File: src/core/nand_strobe_pkg.sv
// How it works
// - every strobe phase is a whole number of flash half periods, except read data setup.
// - latch enables and chip select stand one period around the latching strobe edge.
// - successive write strobe falling edges are at least two periods apart.
// - the write strobe stays high at least one period between pulses.
// - read strobe falls no sooner than four periods after the flash reports ready.
// - each read strobe low pulse is at least one and a half periods wide.
// - successive read strobe falling edges are at least two periods apart.
// - read strobe stays high at least half a period between pulses.
// - read data is captured on the internal flash clock, not an external strobe.
// - the divider setting is clamped so the flash clock never exceeds 66 MHz.
// - out of reset the divider is set for the 16.63 MHz default; half periods rounded up give a 15.625 MHz flash clock.
// - divide by twelve or eight of the cpu clock is recommended.
package nand_strobe_pkg;

	// ---------------------------------------------------------------
	// clock rates
	// ---------------------------------------------------------------
	localparam int CLK_KHZ = 125000;
	localparam int CPU_KHZ = 266000;
	localparam int FLASH_MAX_KHZ = 66000;
	localparam int FLASH_DEFAULT_KHZ = 16630;
	localparam int DIV_W = 5;
	localparam int HALF_W = 8;
	// smallest divider that keeps the flash clock at or under its limit
	localparam int MIN_DIV_I = (CPU_KHZ + FLASH_MAX_KHZ - 1) / FLASH_MAX_KHZ;
	localparam int DEFAULT_DIV_I =
		(CPU_KHZ + FLASH_DEFAULT_KHZ / 2) / FLASH_DEFAULT_KHZ;
	localparam logic [DIV_W-1:0] MIN_DIV = DIV_W'(MIN_DIV_I);
	localparam logic [DIV_W-1:0] DEFAULT_DIV = DIV_W'(DEFAULT_DIV_I);
	localparam logic [DIV_W-1:0] DIV_SLOW = 5'h0C;
	localparam logic [DIV_W-1:0] DIV_FAST = 5'h08;

	// ---------------------------------------------------------------
	// phase lengths in flash half periods
	// ---------------------------------------------------------------
	localparam logic [HALF_W-1:0] WR_SETUP_H = 8'h02;
	localparam logic [HALF_W-1:0] WR_PULSE_H = 8'h02;
	localparam logic [HALF_W-1:0] WR_HOLD_H = 8'h02;
	localparam logic [HALF_W-1:0] RR_WAIT_H = 8'h08;
	localparam logic [HALF_W-1:0] RD_LOW_H = 8'h03;
	localparam logic [HALF_W-1:0] RD_HIGH_H = 8'h01;
	localparam logic [HALF_W-1:0] ONE_H = 8'h01;

	// ---------------------------------------------------------------
	// read data setup, an absolute time
	// ---------------------------------------------------------------
	localparam int DATA_SETUP_NS = 15;
	localparam int DATA_SETUP_CYC = (DATA_SETUP_NS * CLK_KHZ + 999999) / 1000000;
	localparam int SYNC_STAGES = 2;

	typedef enum logic [1:0] {OP_CMD, OP_ADDR, OP_WRITE, OP_READ} op_e;

	// system cycles per flash half period, rounded up so no phase is short
	function automatic logic [HALF_W-1:0] half_count(
		input logic [DIV_W-1:0] div
	);
		int n;
		n = (int'(div) * CLK_KHZ + 2 * CPU_KHZ - 1) / (2 * CPU_KHZ);
		if (n < 1)
		begin
			n = 1;
		end
		return HALF_W'(n);
	endfunction

endpackage

File: src/core/two_entry_buffer.sv
module two_entry_buffer
	import nand_strobe_pkg::*;
#(
	parameter int WIDTH = 8
)(
	input wire logic clock,
	input wire logic reset_n,
	input wire logic in_valid,
	output logic in_ready,
	input wire logic [WIDTH-1:0] in_data,
	output logic out_valid,
	input wire logic out_ready,
	output logic [WIDTH-1:0] out_data
);

	logic [WIDTH-1:0] mem_q [2];
	logic wr_ptr_q;
	logic rd_ptr_q;
	logic [1:0] count_q;
	logic push;
	logic pop;

	assign in_ready = (count_q != 2'h2);
	assign out_valid = (count_q != 2'h0);
	assign out_data = mem_q[rd_ptr_q];
	assign push = in_valid && in_ready;
	assign pop = out_valid && out_ready;

	always_ff @(posedge clock or negedge reset_n)
	begin
		if (!reset_n)
		begin
			wr_ptr_q <= 1'b0;
			rd_ptr_q <= 1'b0;
			count_q <= 2'h0;
		end
		else
		begin
			if (push)
				wr_ptr_q <= ~wr_ptr_q;
			if (pop)
				rd_ptr_q <= ~rd_ptr_q;
			count_q <= count_q + {1'b0, push} - {1'b0, pop};
		end
	end

	// storage needs no reset: out_valid guards it
	always_ff @(posedge clock)
	begin
		if (push)
			mem_q[wr_ptr_q] <= in_data;
	end

endmodule // two_entry_buffer

File: src/core/nand_strobe_timing.sv
module nand_strobe_timing
	import nand_strobe_pkg::*;
#(
	parameter int DATA_W = 8
)(
	input wire logic clock,
	input wire logic reset_n,
	input wire logic div_load,
	input wire logic [DIV_W-1:0] flash_clk_divider,
	input wire logic op_valid,
	output logic op_ready,
	input wire op_e op_kind,
	input wire logic [DATA_W-1:0] op_data,
	output logic rd_valid,
	input wire logic rd_ready,
	output logic [DATA_W-1:0] rd_data,
	output logic busy,
	output logic flash_clk,
	output logic cmd_latch_enable,
	output logic addr_latch_enable,
	output logic flash_chip_select_n,
	output logic flash_write_strobe_n,
	output logic flash_read_strobe_n,
	output logic [DATA_W-1:0] flash_data_out,
	output logic flash_data_oe,
	input wire logic [DATA_W-1:0] flash_data_in,
	input wire logic flash_ready
);

	// ---------------------------------------------------------------
	// elaboration checks
	// ---------------------------------------------------------------
	if (DATA_W != 8 && DATA_W != 16)
	begin : g_width_check
		$error("nand_strobe_timing: DATA_W must be 8 or 16");
	end
	// the input synchroniser doubles as the read data setup window
	if (DATA_SETUP_CYC > SYNC_STAGES)
	begin : g_setup_check
		$error("nand_strobe_timing: clock too fast for read data setup");
	end

	typedef enum logic [2:0] {
		ST_IDLE,
		ST_SETUP,
		ST_STROBE,
		ST_HOLD,
		ST_WAIT_RDY,
		ST_RR_GAP,
		ST_RD_LOW,
		ST_RD_HIGH
	} state_e;

	// ---------------------------------------------------------------
	// flash clock divider
	// ---------------------------------------------------------------
	logic [DIV_W-1:0] div_q;
	logic [DIV_W-1:0] div_clamped;
	logic [HALF_W-1:0] half_len;
	logic [HALF_W-1:0] sys_cnt_q;
	logic tick;
	logic flash_clk_q;

	// a setting that would overspeed the flash is raised to the limit
	assign div_clamped = (flash_clk_divider < MIN_DIV) ? MIN_DIV :
		flash_clk_divider;
	assign half_len = half_count(div_q);
	// tick marks each flash clock edge, rising and falling alike
	assign tick = (sys_cnt_q >= half_len - ONE_H);

	always_ff @(posedge clock or negedge reset_n)
	begin
		if (!reset_n)
			div_q <= DEFAULT_DIV;
		else if (div_load)
			div_q <= div_clamped;
	end

	// a new divider takes effect at the next edge; current phase may stretch
	always_ff @(posedge clock or negedge reset_n)
	begin
		if (!reset_n)
		begin
			sys_cnt_q <= '0;
			flash_clk_q <= 1'b0;
		end
		else if (tick)
		begin
			sys_cnt_q <= '0;
			flash_clk_q <= ~flash_clk_q;
		end
		else
			sys_cnt_q <= sys_cnt_q + ONE_H;
	end

	// ---------------------------------------------------------------
	// pin synchronisers
	// ---------------------------------------------------------------
	logic rdy_s1_q;
	logic rdy_s2_q;
	logic [DATA_W-1:0] din_s1_q;
	logic [DATA_W-1:0] din_s2_q;

	always_ff @(posedge clock or negedge reset_n)
	begin
		if (!reset_n)
		begin
			rdy_s1_q <= 1'b0;
			rdy_s2_q <= 1'b0;
			din_s1_q <= '0;
			din_s2_q <= '0;
		end
		else
		begin
			rdy_s1_q <= flash_ready;
			rdy_s2_q <= rdy_s1_q;
			din_s1_q <= flash_data_in;
			din_s2_q <= din_s1_q;
		end
	end

	// ---------------------------------------------------------------
	// read data buffer
	// ---------------------------------------------------------------
	logic buf_in_ready;
	logic capture;

	two_entry_buffer #(
		.WIDTH(DATA_W)
	) u_rd_buf (
		.clock(clock),
		.reset_n(reset_n),
		.in_valid(capture),
		.in_ready(buf_in_ready),
		.in_data(din_s2_q),
		.out_valid(rd_valid),
		.out_ready(rd_ready),
		.out_data(rd_data)
	);

	// ---------------------------------------------------------------
	// strobe sequencer
	// ---------------------------------------------------------------
	state_e state_q;
	state_e state_d;
	logic [HALF_W-1:0] left_q;
	logic [HALF_W-1:0] left_d;
	op_e kind_q;
	logic last_read_q;
	logic [DATA_W-1:0] wdata_q;
	logic accept;
	logic phase_end;
	logic is_read;

	assign is_read = (op_kind == OP_READ);
	// a read is taken only with buffer room, so a stalled reader loses nothing
	assign op_ready = (state_q == ST_IDLE) && tick &&
		(!is_read || buf_in_ready);
	assign accept = op_valid && op_ready;
	assign phase_end = tick && (left_q == ONE_H);
	// sampled at the flash clock edge that ends the low pulse
	assign capture = phase_end && (state_q == ST_RD_LOW);
	assign busy = (state_q != ST_IDLE);

	always_comb
	begin
		state_d = state_q;
		left_d = left_q;
		if (tick && left_q != ONE_H)
			left_d = left_q - ONE_H;
		unique case (state_q)
			ST_IDLE:
			begin
				if (accept && !is_read)
				begin
					state_d = ST_SETUP;
					left_d = WR_SETUP_H;
				end
				else if (accept && last_read_q)
				begin
					state_d = ST_RD_LOW;
					left_d = RD_LOW_H;
				end
				else if (accept)
					state_d = ST_WAIT_RDY;
			end
			ST_SETUP:
			begin
				if (phase_end)
				begin
					state_d = ST_STROBE;
					left_d = WR_PULSE_H;
				end
			end
			ST_STROBE:
			begin
				if (phase_end)
				begin
					state_d = ST_HOLD;
					left_d = WR_HOLD_H;
				end
			end
			ST_HOLD:
			begin
				// setup plus pulse plus hold spans well over two periods
				if (phase_end)
					state_d = ST_IDLE;
			end
			ST_WAIT_RDY:
			begin
				if (tick && rdy_s2_q)
				begin
					state_d = ST_RR_GAP;
					left_d = RR_WAIT_H;
				end
			end
			ST_RR_GAP:
			begin
				if (phase_end)
				begin
					state_d = ST_RD_LOW;
					left_d = RD_LOW_H;
				end
			end
			ST_RD_LOW:
			begin
				if (phase_end)
				begin
					state_d = ST_RD_HIGH;
					left_d = RD_HIGH_H;
				end
			end
			ST_RD_HIGH:
			begin
				if (phase_end)
					state_d = ST_IDLE;
			end
		endcase
	end

	always_ff @(posedge clock or negedge reset_n)
	begin
		if (!reset_n)
		begin
			state_q <= ST_IDLE;
			left_q <= ONE_H;
		end
		else
		begin
			state_q <= state_d;
			left_q <= left_d;
		end
	end

	// back-to-back reads skip the ready wait; any other op restarts it
	always_ff @(posedge clock or negedge reset_n)
	begin
		if (!reset_n)
		begin
			kind_q <= OP_CMD;
			last_read_q <= 1'b0;
			wdata_q <= '0;
		end
		else if (accept)
		begin
			kind_q <= op_kind;
			last_read_q <= is_read;
			wdata_q <= op_data;
		end
	end

	// ---------------------------------------------------------------
	// pin drivers
	// ---------------------------------------------------------------
	logic in_write_d;
	logic in_op_d;
	op_e kind_d;
	logic cle_q;
	logic ale_q;
	logic ce_n_q;
	logic we_n_q;
	logic re_n_q;
	logic oe_q;
	logic [DATA_W-1:0] dout_q;

	assign kind_d = accept ? op_kind : kind_q;
	assign in_op_d = (state_d != ST_IDLE);
	assign in_write_d = (state_d == ST_SETUP) || (state_d == ST_STROBE) ||
		(state_d == ST_HOLD);

	// outputs follow the next state so every pin edge lands on a tick
	always_ff @(posedge clock or negedge reset_n)
	begin
		if (!reset_n)
		begin
			cle_q <= 1'b0;
			ale_q <= 1'b0;
			ce_n_q <= 1'b1;
			we_n_q <= 1'b1;
			re_n_q <= 1'b1;
			oe_q <= 1'b0;
			dout_q <= '0;
		end
		else
		begin
			cle_q <= in_write_d && (kind_d == OP_CMD);
			ale_q <= in_write_d && (kind_d == OP_ADDR);
			ce_n_q <= !in_op_d;
			we_n_q <= (state_d != ST_STROBE);
			re_n_q <= (state_d != ST_RD_LOW);
			oe_q <= in_write_d;
			dout_q <= accept ? op_data : wdata_q;
		end
	end

	assign flash_clk = flash_clk_q;
	assign cmd_latch_enable = cle_q;
	assign addr_latch_enable = ale_q;
	assign flash_chip_select_n = ce_n_q;
	assign flash_write_strobe_n = we_n_q;
	assign flash_read_strobe_n = re_n_q;
	assign flash_data_out = dout_q;
	assign flash_data_oe = oe_q;

endmodule // nand_strobe_timing

File: config.mk
export PLATFORM = sky130hd
export DESIGN_NAME = nand_strobe_timing
export DESIGN_NICKNAME = d
export VERILOG_FILES = /design/src/core/nand_strobe_pkg.sv /design/src/core/two_entry_buffer.sv /design/src/core/nand_strobe_timing.sv
export SDC_FILE = /design/constraint.sdc
export NUM_CORES = 1
export LEC_CHECK = 0
export BUFFER_PORTS_ARGS = -buffer_cell sky130_fd_sc_hd__buf_2
export CAP_MARGIN = 20
export CELL_PAD_IN_SITES_DETAIL_PLACEMENT = 1
export CELL_PAD_IN_SITES_GLOBAL_PLACEMENT = 1
export CORE_MARGIN = 10
export CORE_UTILIZATION = 48
export CTS_CLUSTER_SIZE = 10
export DETAILED_ROUTE_END_ITERATION = 7
export PLACE_DENSITY = 0.89
export RECOVER_POWER = 100
export SETUP_SLACK_MARGIN = 0.3
export SYNTH_ARGS = -nofsm -noshare
export SYNTH_HDL_FRONTEND = slang
export SYNTH_SLANG_ARGS = --single-unit
File: constraint.sdc
create_clock -name clock -period 10.9 [get_ports clock]
set_input_delay 2.18 -clock clock [delete_from_list [all_inputs] [get_ports clock]]
set_output_delay 2.18 -clock clock [all_outputs]
set_load 0.005 [all_outputs]
Word level (Yosys, flattened, before mapping)
Memory sizes are Yosys's and may differ from the RTL's.
Cells that the tools add are included.
{ "word_totals": {"regBits": 64, "mem_bits_rw": 16, "inputBits": 29, "out_inout_bits": 26, "mem_count": 1} }
{ "op_classes": {"add_sub_neg": 7, "multipliers": 1, "n_div": 1, "order_cmp": 3, "n_eq_ne": 17, "n_mux": 24, "n_bitwise": 3, "n_reduce_logical": 25} }
{ "memory_table": {"columns": ["memory", "words", "word_bits", "read_ports", "rd_ports_with_merged_regs", "wr", "line", "text"], "rows": [
  ["u_rd_buf.mem_q", 2, 8, 1, 0, 1, "two_entry_buffer.sv:16", "logic [WIDTH-1:0] mem_q [2];"]
]} }
{ "ops": {"columns": ["operator", "n"], "rows": [
  ["two-way mux 8 bit", 9],
  ["case mux 8 bit (5 select lines)", 1],
  ["divider 32 x 21 -> 32 bit, second input constant", 1],
  ["less-than comparator 32 x 2 -> 1 bit, second input constant", 1],
  ["two-way mux 3 bit", 9],
  ["subtractor 23 x 1 -> 24 bit, second input constant", 1],
  ["adder 22 x 20 -> 23 bit, second input constant", 1],
  ["case mux 3 bit (7 select lines)", 1],
  ["multiplier 5 x 14 -> 19 bit, second input constant", 1],
  ["subtractor 8 x 1 -> 8 bit, second input constant", 2],
  ["logical AND 1 bit", 13],
  ["equality test 3 x 2 -> 1 bit, second input constant", 4],
  ["equality test 3 bit, second input constant", 4],
  ["adder 8 x 1 -> 8 bit, second input constant", 1],
  ["equality test 8 x 1 -> 1 bit, second input constant", 1],
  ["greater-or-equal comparator 8 bit", 1],
  ["inequality test 8 x 1 -> 1 bit, second input constant", 1],
  ["equality test 3 x 1 -> 1 bit, second input constant", 2],
  ["nonzero test 3 bit", 2],
  ["less-than comparator 5 x 3 -> 1 bit, second input constant", 1],
  ["two-way mux 5 bit", 1],
  ["OR reduction 2 bit", 2],
  ["logical NOT 3 bit", 1],
  ["logical OR 1 bit", 3],
  ["13 further kinds", 17]
]} }

Longest topological paths before layout
Gate-level depths: netlist of the first run.
{ "depth": {"ltp_word": 19, "depth_mapped": 41, "depth_no_buf": 40} }

By module
Synthesis of the first run repeated with hierarchy kept, for this count alone.
{ "unflattened": {"hier_cells": 601, "area_unflattened_um2": 5839.4} }
{ "modules_own_cells": {"columns": ["mod", "instances", "cells_per_inst", "area_each_um2", "seq_area_each_um2"], "rows": [
  ["nand_strobe_timing", 1, 559, 5064.9, 1507.7],
  ["two_entry_buffer", 1, 42, 774.5, 580.6]
]} }

Worst setup path after synthesis of the first run
OpenSTA, ideal clock, no wires.
{ "synth_timing": {"path_kind": "register to output", "from": "register div_q[2]", "to": "output port op_ready", "arrival_ps": 7867, "t_required_ps": 8720, "path_slack_ps": 853, "path_stages_with_launch": 34, "path_buffers": 2, "cell_sequence": "dfrtp_1 > fa_1 > fa_1 > ha_1 > ha_1 > clkbuf_1 > and3_1 > and4_1 > o2111a_1 > or3_1 > clkbuf_1 > or3_1 > a31oi_1 > a2111oi_0 > nor2_1 > nor2_1 > a211o_1 > a2111oi_4 > a2111oi_4 > o311ai_4 > a21oi_1 > xnor2_1 > o31ai_2 > ha_1 > ha_1 > a21o_1 > a21o_1 > a21o_1 > a21oi_1 > nor2b_1 > o21ai_0 > nand2b_1 > a21oi_1 > a311oi_1"} }
{ "synth_via": {"elab_chain_cells": 10} }
{ "synth_lines": {"columns": ["item", "line", "text"], "rows": [
  ["start: declaration", "nand_strobe_timing.sv:57", "logic [DIV_W-1:0] div_q;"],
  ["start signal: assignment", "nand_strobe_timing.sv:76", "div_q <= div_clamped;"],
  ["multiplier 5 x 14 -> 19 bit *", "nand_strobe_pkg.sv:59", "n = (int'(div) * CLK_KHZ + 2 * CPU_KHZ - 1) / (2 * CPU_KHZ);"],
  ["adder 22 x 20 -> 23 bit *", "nand_strobe_pkg.sv:59", null],
  ["subtractor 23 x 1 -> 24 bit *", "nand_strobe_pkg.sv:59", null],
  ["divider 32 x 21 -> 32 bit *", "nand_strobe_pkg.sv:59", null],
  ["less-than comparator 32 x 2 -> 1 bit", "nand_strobe_pkg.sv:60", "if (n < 1)"],
  ["two-way mux 8 bit *", "nand_strobe_pkg.sv:60", null],
  ["subtractor 8 x 1 -> 8 bit *", "nand_strobe_timing.sv:69", "assign tick = (sys_cnt_q >= half_len - ONE_H);"],
  ["greater-or-equal comparator 8 bit *", "nand_strobe_timing.sv:69", null],
  ["logical AND 1 bit * (2 in series)", "nand_strobe_timing.sv:157", "assign op_ready = (state_q == ST_IDLE) && tick &&"],
  ["end: declaration", "nand_strobe_timing.sv:11", "output logic op_ready,"]
]} }
Mark *: on every way between the ends. The rest lies on a longest branch, timed or not.

Worst setup path after layout of the first run
{ "layout_timing": {"from": "register div_q[1]", "to": "output port op_ready"} }
Same word-level chain as after synthesis.

==> summary.txt, run 1 <==
Setup path
  – Reg-to-reg startpoint: div_q[1]
  – Nature of the critical path endpoint: output port
  – Crit-path slowest cell: ha_1
  – Critical path class: flop to output port
  – Crit path DAT: 9000 ps
  – R2R depth: 38
  – CP bufs+invs: 6
  – Crit path largest cell delay: 540 ps
  – Worst R2R Setup Slack: 420 ps
  – CP Data Required Time: 8720 ps
  – CP startpoint kind: flop
  – Crit-path max FO: 12
  – Crit-path leading delay family: compound AO/OA/AOI/OAI gates
  – R2r endpoint: u_rd_buf.mem_q[0][5]

Drt
  – Routed wire length: 27,100 um
  – First-pass iteration count of the detailed router: 6
  – Via Count: 6,678
  – First DRT Iteration DRCs: 730
  – Drc violations: 0
  – Via/cell ratio: 6.64
  – DR WL/cell: 26.9 um
  – Antenna viol nets, final: 0

Place
  – HPWL after DPL: 14,300 um
  – DP Worst Slack: -38.9 ps
  – Placed instance count: 935
  – GP Congestion: 0.877
  – Port buffer count: 54

Synth
  – Synth top area cells: dfrtp_1 (22%), ha_1 (8.4%), edfxtp_1 (7.3%)
  – Largest area contributor in the netlist: dfrtp_1
  – Syn Std Cell Area: 6590 um2
  – Ys flop type: dfrtp_1
  – Sequential share of the synthesized area: 31.7%
  – Yosys top cell area share: 22.4%
  – #FFs+latches synth: 80
  – Warnings from Yosys: 0
  – Mapped Avg Cell Area: 9.32 um2
  – Ys async rst share: 80.0%
  – EDFF count, synth: 16
  – Synthesized instance count: 707
  – Unique masters post-synth: 93

Clocking
  – Clk buf depth: 2
  – Latest clock arrival within the worst-skew pair: 350 ps
  – TritonCTS Buffers: 9
  – H-tree lvl count: 3
  – CTS hold repair buffers: 0
  – Clock sink total: 80
  – CTS tree: done
  – Worst-path clk slew: 60 ps
  – CTS Root Cell: clkbuf_16

Timing
  – WHS: 352 ps
  – Period utilisation layout: 103%
  – Max_slew headroom: -138%
  – Worst clock skew: 10.7 ps
  – Hold violation count in the final report: 0
  – Final setup viols: 1
  – Final WS setup: -284 ps
  – Slew @ Worst Pin: 3580 ps
  – Final min period: 11,180 ps
  – Fmax: 89.4 MHz
  – RSZ-0062 raised after global routing: true
  – Max Slew Vio Count: 65

Die
  – Die Y: 137 um
  – Die area: 18,800 um2
  – Core ar.: 13,300 um2
  – # IOs: 55
  – Width of the chip: 137 um
  – Starting Density: 49.4%
  – Rows: 42

Worst hold path
  – Worst hold endpoint: din_s2_q[5]
  – Hold Startpoint: din_s1_q[5]
  – Hold path depth: 0
  – Min-delay worst type: flop to flop

Run status
  – Status: finished, violations left
  – Failing checks: capacitance limit, slew limit, setup timing

GRT
  – Most Crowded Layer GR: met2
  – GRT Total Usage: 23.8%
  – M3 GR Usage: 3.67%
  – Met2 Usage GRT: 42.2%
  – Grt ovf: 0
  – Vias in the first global route: 6,555
  – Antenna violations before repair: 0
  – First-pass GRT wire length: 35,900 um
  – Largest net degree at the start of global routing: 65
  – GR Util met1: 28.2%

Layout
  – Final nets: 904
  – # fillers: 1,472
  – Multi-input combinational cell area: 4970 um2
  – Fraction of layout cells with a size suffix above 1: 30.6%
  – Register area: 2090 um2
  – Syn-to-layout area delta: 29.2%
  – N_diodes: 0
  – Non-Filler Instances: 1,006
  – Fin util: 63.8%

Job
  – MaxCap Viol Count: 1
kinds of logic (layout without fill, tap and decap cells):
logic type | count (synthesis) | after routing | share of synthesized area [%]
fa+ha+maj | 52 | 52 | 10.5
compound gates | 175 | 175 | 21.7
mux | 15 | 15 | 2.45
buf+inv | 50 | 171 | 3.11
xor+xnor | 64 | 64 | 8.85
simple gates | 270 | 270 | 21.7
other cells | 1 | 3 | 0.0569
flops | 80 | 80 | 31.7
metal layers:
| metal | vias up | wire, um |
|---|---|---|
| li1 | 2822 | - |
| met1 | 3361 | 10400 |
| met2 | 366 | 13900 |
| met3 | 129 | 1520 |
| met4 | 0 | 1310 |
| met5 | - | 0 |
worst reg2reg max path: cells and delay by family (launching register included):
family | cells | cell delay (ps)
compound gates | 16 | 3770
simple gates | 9 | 2520
fa+ha+maj | 5 | 1750
buf+inv | 6 | 1020
xor+xnor | 2 | 650
flops | 1 | 390
final cells by class:
cell class,instances,share of cell area [%]
clock inverter,6,0.779
inverter,27,1.19
timing repair buffer,128,9.78
sequential,80,24.6
clock buffer,10,2.69
multi-input combinational,579,58.4
tap,176,2.59
synth_stat cells (16+ instances only):
cell type	instances
ha_1	44
a21oi_1	32
nand2_1	77
nor2_1	56
inv_1	27
nand3_1	27
dfrtp_1	59
edfxtp_1	16
o21ai_0	24
xor2_1	22
nor3_1	17
xnor2_1	39
metrics by stage:
step	instance area, um2	TNS, ps
4_1_cts	7980	0
6_report	8510	-284
3_3_place_gp	7120	0
3_5_place_dp	7120	-38.9
5_1_grt	8510	-522
2_1_floorplan	6600	0
registers in the layout (all words and copies together), names as in the netlist, 2 cells and up:
register	cells
sys_cnt_q	8
din_s2_q	8
din_s1_q	8
u_rd_buf.mem_q	16
state_q	3
left_q	8
kind_q	2
div_q	5
flash_data_out	8
u_rd_buf.count_q	2
how the worst max path moves through the flow:
stage | from | endpoint | depth (start not counted) | slack, ps
6_report | div_q[1] | op_ready | 36 | -280
5_1_grt | div_q[1] | op_ready | 36 | -520
4_1_cts | div_q[4] | op_ready | 36 | 300
3_5_place_dp | div_q[4] | op_ready | 34 | -40
3_3_place_gp | div_q[4] | op_ready | 32 | 310
2_1_floorplan | div_q[2] | op_ready | 33 | 850
cell usage in the layout, fill, tap and decap left out, types with 7 or more instances in the layout:
master and count:
edfxtp_1 16, and3_1 7, xnor2_1 34, nand3_1 24
dfrtp_1 58, nor2b_1 7, xor2_1 19, nor3_1 13
clkbuf_16 9, a21oi_1 26, nor2_1 54, inv_1 25
a21o_1 12, xnor2_2 7, nand2_1 73, buf_2 27
nand2b_1 9, and2_1 9, buf_4 66, ha_1 34
mux2_2 8, o21ai_1 11, clkbuf_1 29, o21ai_0 19
ha_4 7
timing repair:
action,in CTS,in global routing
endpoints found under the setup margin,1,2
buffers inserted,27,28
gates resized for setup,67,60
pin swaps,23,45
Power of run 1 is not shown: default switching activity piles up to over one toggle a cycle in this logic, so the estimate is an artifact.
==> inputs of run 2 (changes only) <==
--- a/config.mk
+++ b/config.mk
@@ -5,14 +5,14 @@
 export SDC_FILE = /design/constraint.sdc
 export NUM_CORES = 1
 export LEC_CHECK = 0
-export BUFFER_PORTS_ARGS = -buffer_cell sky130_fd_sc_hd__buf_2
 export CAP_MARGIN = 20
 export CELL_PAD_IN_SITES_DETAIL_PLACEMENT = 1
 export CELL_PAD_IN_SITES_GLOBAL_PLACEMENT = 1
 export CORE_MARGIN = 10
-export CORE_UTILIZATION = 48
+export CORE_UTILIZATION = 51
 export CTS_CLUSTER_SIZE = 10
 export DETAILED_ROUTE_END_ITERATION = 7
+export DONT_BUFFER_PORTS = 1
 export PLACE_DENSITY = 0.89
 export RECOVER_POWER = 100
 export SETUP_SLACK_MARGIN = 0.3
==> run 2 against run 1 <==
Against the previous run:
- the flow now finishes without violations
- register-to-register slack better by 330 ps
- die area down 5.0%
- hold slack lost 2.8 ps
- final area is 6.1% lower
- first-iteration DRC count shrank 12%
- non-clock buffer count decreased by 79
- critical path depth shrank 1
- cell count shrank 8.3%
- critical path type unchanged
- highest routed layer unchanged
==> summary.txt, run 2 (same netlist as run 1, synthesis figures left out) <==
Timing
  – Fmax: 93.2 MHz (+4.3%)
  – Max_slew headroom: 47.8% (+190 points)
  – Worst clock skew: 6.39 ps (-4.27 ps)
  – Period utilisation layout: 98.4% (-4.2 points)
  – Final min period: 10,730 ps (-456 ps)
  – RSZ-0062 raised after global routing: true
  – Final WS setup: 172 ps (+456 ps)
  – Setup Total Neg Slack: 0 ps (+284 ps)
  – WHS: 349 ps (-2.85 ps)
  – Hold violation count in the final report: 0 (unchanged)
  – Final setup viols: 0 (-1)
  – Max Slew Vio Count: 0 (-100%)
  – Slew @ Worst Pin: 782 ps (-2790 ps)

Place
  – DP Worst Slack: -128 ps (-89.6 ps)
  – GP Congestion: 0.897 (+2.2%)
  – HPWL after DPL: 14,400 um (+0.49%)
  – Port buffer count: 0 (-100%)

Drt
  – Antenna viol nets, final: 0 (unchanged)
  – Drc violations: 0 (unchanged)
  – Via Count: 6,289 (-5.8%)
  – First-pass iteration count of the detailed router: 7 (+1)
  – Via/cell ratio: 6.81 (+2.6%)
  – DR WL met2: 12,500 um (-9.7%)
  – DR WL/cell: 25.9 um (-3.9%)
  – First DRT Iteration DRCs: 642 (-12%)
  – Met3 WL: 1300 um (-14%)
  – Top Metal Used: met4
  – Routed wire length: 23,900 um (-12%)
  – M1 WL: 9160 um (-12%)

Setup path
  – Crit path DAT: 8550 ps (-450 ps)
  – CP startpoint kind: flop
  – Critical path class: flop to output port
  – Nature of the critical path endpoint: output port
  – Crit path top cell by count: a21o_1
  – Crit path largest cell delay: 670 ps (+130 ps)
  – Crit-path max FO: 8 (-4)
  – Crit-path slowest cell: dfstp_4
  – CP Data Required Time: 8720 ps (about the same)

Die
  – Width of the chip: 134 um (-2.6%)
  – Starting Density: 52.2% (+2.8 points)
  – # IOs: 55 (unchanged)
  – Die area: 17,900 um2 (-5.0%)
  – Rows: 41 (-2.4%)
  – Die Y: 134 um (-2.6%)
  – Core ar.: 12,600 um2 (-5.5%)

Clocking
  – TritonCTS Buffers: 9 (unchanged)
  – Clk buf depth: 2 (unchanged)
  – CTS tree: done
  – H-tree lvl count: 3 (unchanged)
  – CTS Root Cell: clkbuf_16
  – Clock sink total: 80 (unchanged)
  – Latest clock arrival within the worst-skew pair: 350 ps (about the same)
  – Worst-path clk slew: 60 ps (about the same)

Job
  – MaxCap Viol Count: 0 (-1)

GRT
  – Antenna violations before repair: 0 (unchanged)
  – First-pass GRT wire length: 32,400 um (-9.8%)
  – Vias in the first global route: 6,180 (-5.7%)
  – Largest net degree at the start of global routing: 65 (unchanged)
  – GRT Total Usage: 22.0% (-1.8 points)
  – Grt ovf: 0 (unchanged)

Layout
  – N_diodes: 0 (unchanged)
  – Fraction of layout cells with a size suffix above 1: 24.5% (-6.1 points)
  – Max FFs per register: 16 (unchanged)
  – Final nets: 825 (-8.7%)
  – Most flops, register: u_rd_buf.mem_q
  – Commonest non-fill, non-tap cells in the layout: nand2_1 (74), dfrtp_1 (57), nor2_1 (54), buf_4 (45), ha_1 (36)
  – Most common cell after layout, fill and taps aside: nand2_1
  – Syn-to-layout area delta: 21.3%

Worst hold path
  – Min-delay worst type: flop to flop

Run status
  – Status: completed
run 2: per-stage QoR:
stage               utilization [%]  instances  instance area [um2]
CTS                            58.4        902                 7380
global route                   63.3        923                 7990
detailed placement             53.7        868                 6780
finish                         63.3        923                 7990
global placement               53.7        868                 6780
floorplan                         -        709                 6600
run 2: critical path, delay by kind of cell (launching register included):
family / cells / cell delay, ps
fa+ha+maj: 5 / 1780
compound gates: 16 / 3510
flops: 1 / 670
buf+inv: 4 / 430
simple gates: 10 / 1800
run 2: area by class of cell:
cell class	count	area [um2]
fillers	1404	4630
clock inverters	6	43.8
inverters	27	101
multi-input cells	579	4910
flip-flops and latches	80	2090
repair buffers	49	400
well taps	172	215
clock buffers	10	229
run 2: repair_timing:
item,4_1_cts,5_1_grt
gates cloned,0,0
setup buffers,18,21
hold buffers,0,0
setup endpoints to repair,1,2
pin swaps,18,43
gates resized for setup,41,73
run 2: worst paths after layout:
kind	slack, ps	to	cells past startpoint	from
min reg2reg	350	din_s2_q[0]	0	din_s1_q[0]
max in group asynchronous	9150	div_q[4]	0	reset_n
max reg2reg	750	u_rd_buf.mem_q[0][3]	37	div_q[4]
max	170	op_ready	35	div_q[4]
min in group asynchronous	1530	din_s2_q[5]	0	reset_n
min	350	din_s2_q[0]	0	din_s1_q[0]
run 2: layer usage:
metal | GRT usage [%] | vias to the layer above
met3 | 4.10 | 83
met5 | 0 | -
met1 | 25.6 | 3210
met4 | 7.07 | 0
li1 | - | 2669
met2 | 39.8 | 327
Power of run 2 is left out for the same reason.
==> inputs of run 3 (changes only) <==
--- a/config.mk
+++ b/config.mk
@@ -15,6 +15,7 @@
 export DONT_BUFFER_PORTS = 1
 export PLACE_DENSITY = 0.89
 export RECOVER_POWER = 100
+export REMOVE_ABC_BUFFERS = 1
 export SETUP_SLACK_MARGIN = 0.3
 export SYNTH_ARGS = -nofsm -noshare
 export SYNTH_HDL_FRONTEND = slang
==> run 3 against run 2 <==
Against the previous run:
- maximum frequency shrank 0.61%
- via count shrank 7.8%
- cell count shrank 1.1%
- non-clock buffer count shrank 11
- largest cell class unchanged
- final area shrank 3.9%
- clock skew shrank 0.97 ps
==> summary.txt, run 3 (same netlist as run 1, synthesis figures left out) <==
Layout
  – # fillers: 1,425 (+1.5%)
  – Syn-to-layout area delta: 16.7%
  – Final nets: 814 (-1.3%)
  – Fin area: 7690 um2 (-3.9%)
  – Most flops, register: u_rd_buf.mem_q
  – Fraction of layout cells with a size suffix above 1: 20.8% (-3.7 points)
  – Fin util: 60.9% (-2.4 points)
  – Commonest non-fill, non-tap cells in the layout: nand2_1 (76), dfrtp_1 (57), nor2_1 (54), ha_1 (41)
  – Non-Filler Instances: 913 (-1.1%)
  – Max FFs per register: 16 (unchanged)
  – Most common cell after layout, fill and taps aside: nand2_1

Clocking
  – Worst-path clk slew: 60 ps (about the same)
  – H-tree lvl count: 3 (unchanged)
  – TritonCTS Buffers: 9 (unchanged)
  – Clock sink total: 80 (unchanged)
  – CTS tree: done
  – Clk buf depth: 2 (unchanged)
  – CTS Root Cell: clkbuf_16
  – Latest clock arrival within the worst-skew pair: 350 ps (about the same)
  – CTS hold repair buffers: 0 (unchanged)

Die
  – # IOs: 55 (unchanged)
  – Die Y: 134 um (unchanged)
  – Rows: 41 (unchanged)
  – Width of the chip: 134 um (unchanged)
  – Core ar.: 12,600 um2 (unchanged)
  – Die area: 17,900 um2 (unchanged)
  – Starting Density: 52.2% (unchanged)

Setup path
  – Critical path class: flop to output port
  – Crit-path slowest cell: dfstp_4
  – CP Data Required Time: 8720 ps (about the same)
  – CP startpoint kind: flop
  – Crit path DAT: 8610 ps (+60 ps)
  – Nature of the critical path endpoint: output port
  – Crit path largest cell delay: 660 ps (about the same)
  – Crit-path max FO: 8 (unchanged)

Drt
  – Antenna viol nets, final: 0 (unchanged)
  – Routed wire length: 21,600 um (-9.7%)
  – DR WL/cell: 23.6 um (-8.7%)
  – Via Count: 5,798 (-7.8%)
  – First DRT Iteration DRCs: 394 (-39%)
  – Via/cell ratio: 6.35 (-6.8%)
  – First-pass iteration count of the detailed router: 5 (-2)
  – Drc violations: 0 (unchanged)

GRT
  – Antenna violations before repair: 1 (+1)
  – GRT Total Usage: 23.6% (+1.5 points)
  – First-pass GRT wire length: 34,400 um (+6.3%)
  – Grt ovf: 0 (unchanged)
  – Largest net degree at the start of global routing: 65 (unchanged)
  – Vias in the first global route: 6,299 (+1.9%)

Place
  – Port buffer count: 0 (unchanged)
  – Placed instance count: 868 (unchanged)
  – DP Area: 6780 um2 (unchanged)
  – HPWL after DPL: 14,400 um (+0.46%)
  – GP Congestion: 0.891 (-0.61%)
  – DP Worst Slack: 10.2 ps (+139 ps)

Timing
  – RSZ-0062 raised after global routing: true
  – Worst clock skew: 5.43 ps (-0.965 ps)
  – Final WS setup: 106 ps (-65.6 ps)
  – Max_slew headroom: 52.0% (+4.2 points)
  – Hold violation count in the final report: 0 (unchanged)
  – Fmax: 92.6 MHz (-0.61%)
  – Period utilisation layout: 99.0% (+0.60 points)
  – Final setup viols: 0 (unchanged)
  – Slew @ Worst Pin: 719 ps (-63.2 ps)
  – Final min period: 10,790 ps (+65.6 ps)
  – Max Slew Vio Count: 0 (unchanged)

Job
  – MaxCap Viol Count: 0 (unchanged)

Worst hold path
  – Min-delay worst type: flop to flop

Run status
  – Status: completed
==> run 3: critical path, delay by kind of cell (launching register included) <==
family	cells	cell delay, ps
AOI/OAI and AO/OA	14	2850
adders and majority gates	6	2190
buffers and inverters	3	540
DFF	1	660
and+or+nand+nor	10	2020
==> run 3: layout make-up <==
type	instances	area, um2	share of cell area, %
multi-input cells	579	4670	60.7
flip-flops and latches	80	2090	27.3
repair buffers	38	302	3.92
clock buffers	9	225	2.93
well taps	172	215	2.80
inverters	27	101	1.32
clock inverters	7	78.8	1.03
diodes	1	2.50	0.0326
==> run 3: final timing paths <==
kind	startpoint	to	slack [ps]	cells after the start
max reg2reg	div_q[4]	u_rd_buf.mem_q[0][7]	880	36
min	din_s1_q[4]	din_s2_q[4]	350	0
min reg2reg	din_s1_q[4]	din_s2_q[4]	350	0
max in group asynchronous	reset_n	flash_read_strobe_n	9160	0
max	div_q[4]	op_ready	110	33
min in group asynchronous	reset_n	din_s2_q[5]	1530	0
==> run 3: metal layers <==
layer	GRT usage (%)	wire [um]	vias up
met5	0	0	-
met4	8.10	654	0
met3	4.70	776	57
met2	43.1	11500	133
met1	26.5	8660	2954
li1	-	-	2654
==> run 3: what timing repair did <==
action	4_1_cts	5_1_grt
hold endpoints to repair	0	0
pin swaps	20	5
resized for setup	57	15
buffers inserted	22	6
setup endpoints to repair	2	3
==> run 3: metrics by stage <==
| stage | TNS, ps | hold WS [ps] |
|---|---|---|
| finish | 0 | 351 |
| global route | -163 | 355 |
| CTS | 0 | 352 |
| detailed placement | 0 | 336 |
| global placement | 0 | 333 |
| floorplan | 0 | 331 |
Power of run 3 is left out for the same reason.
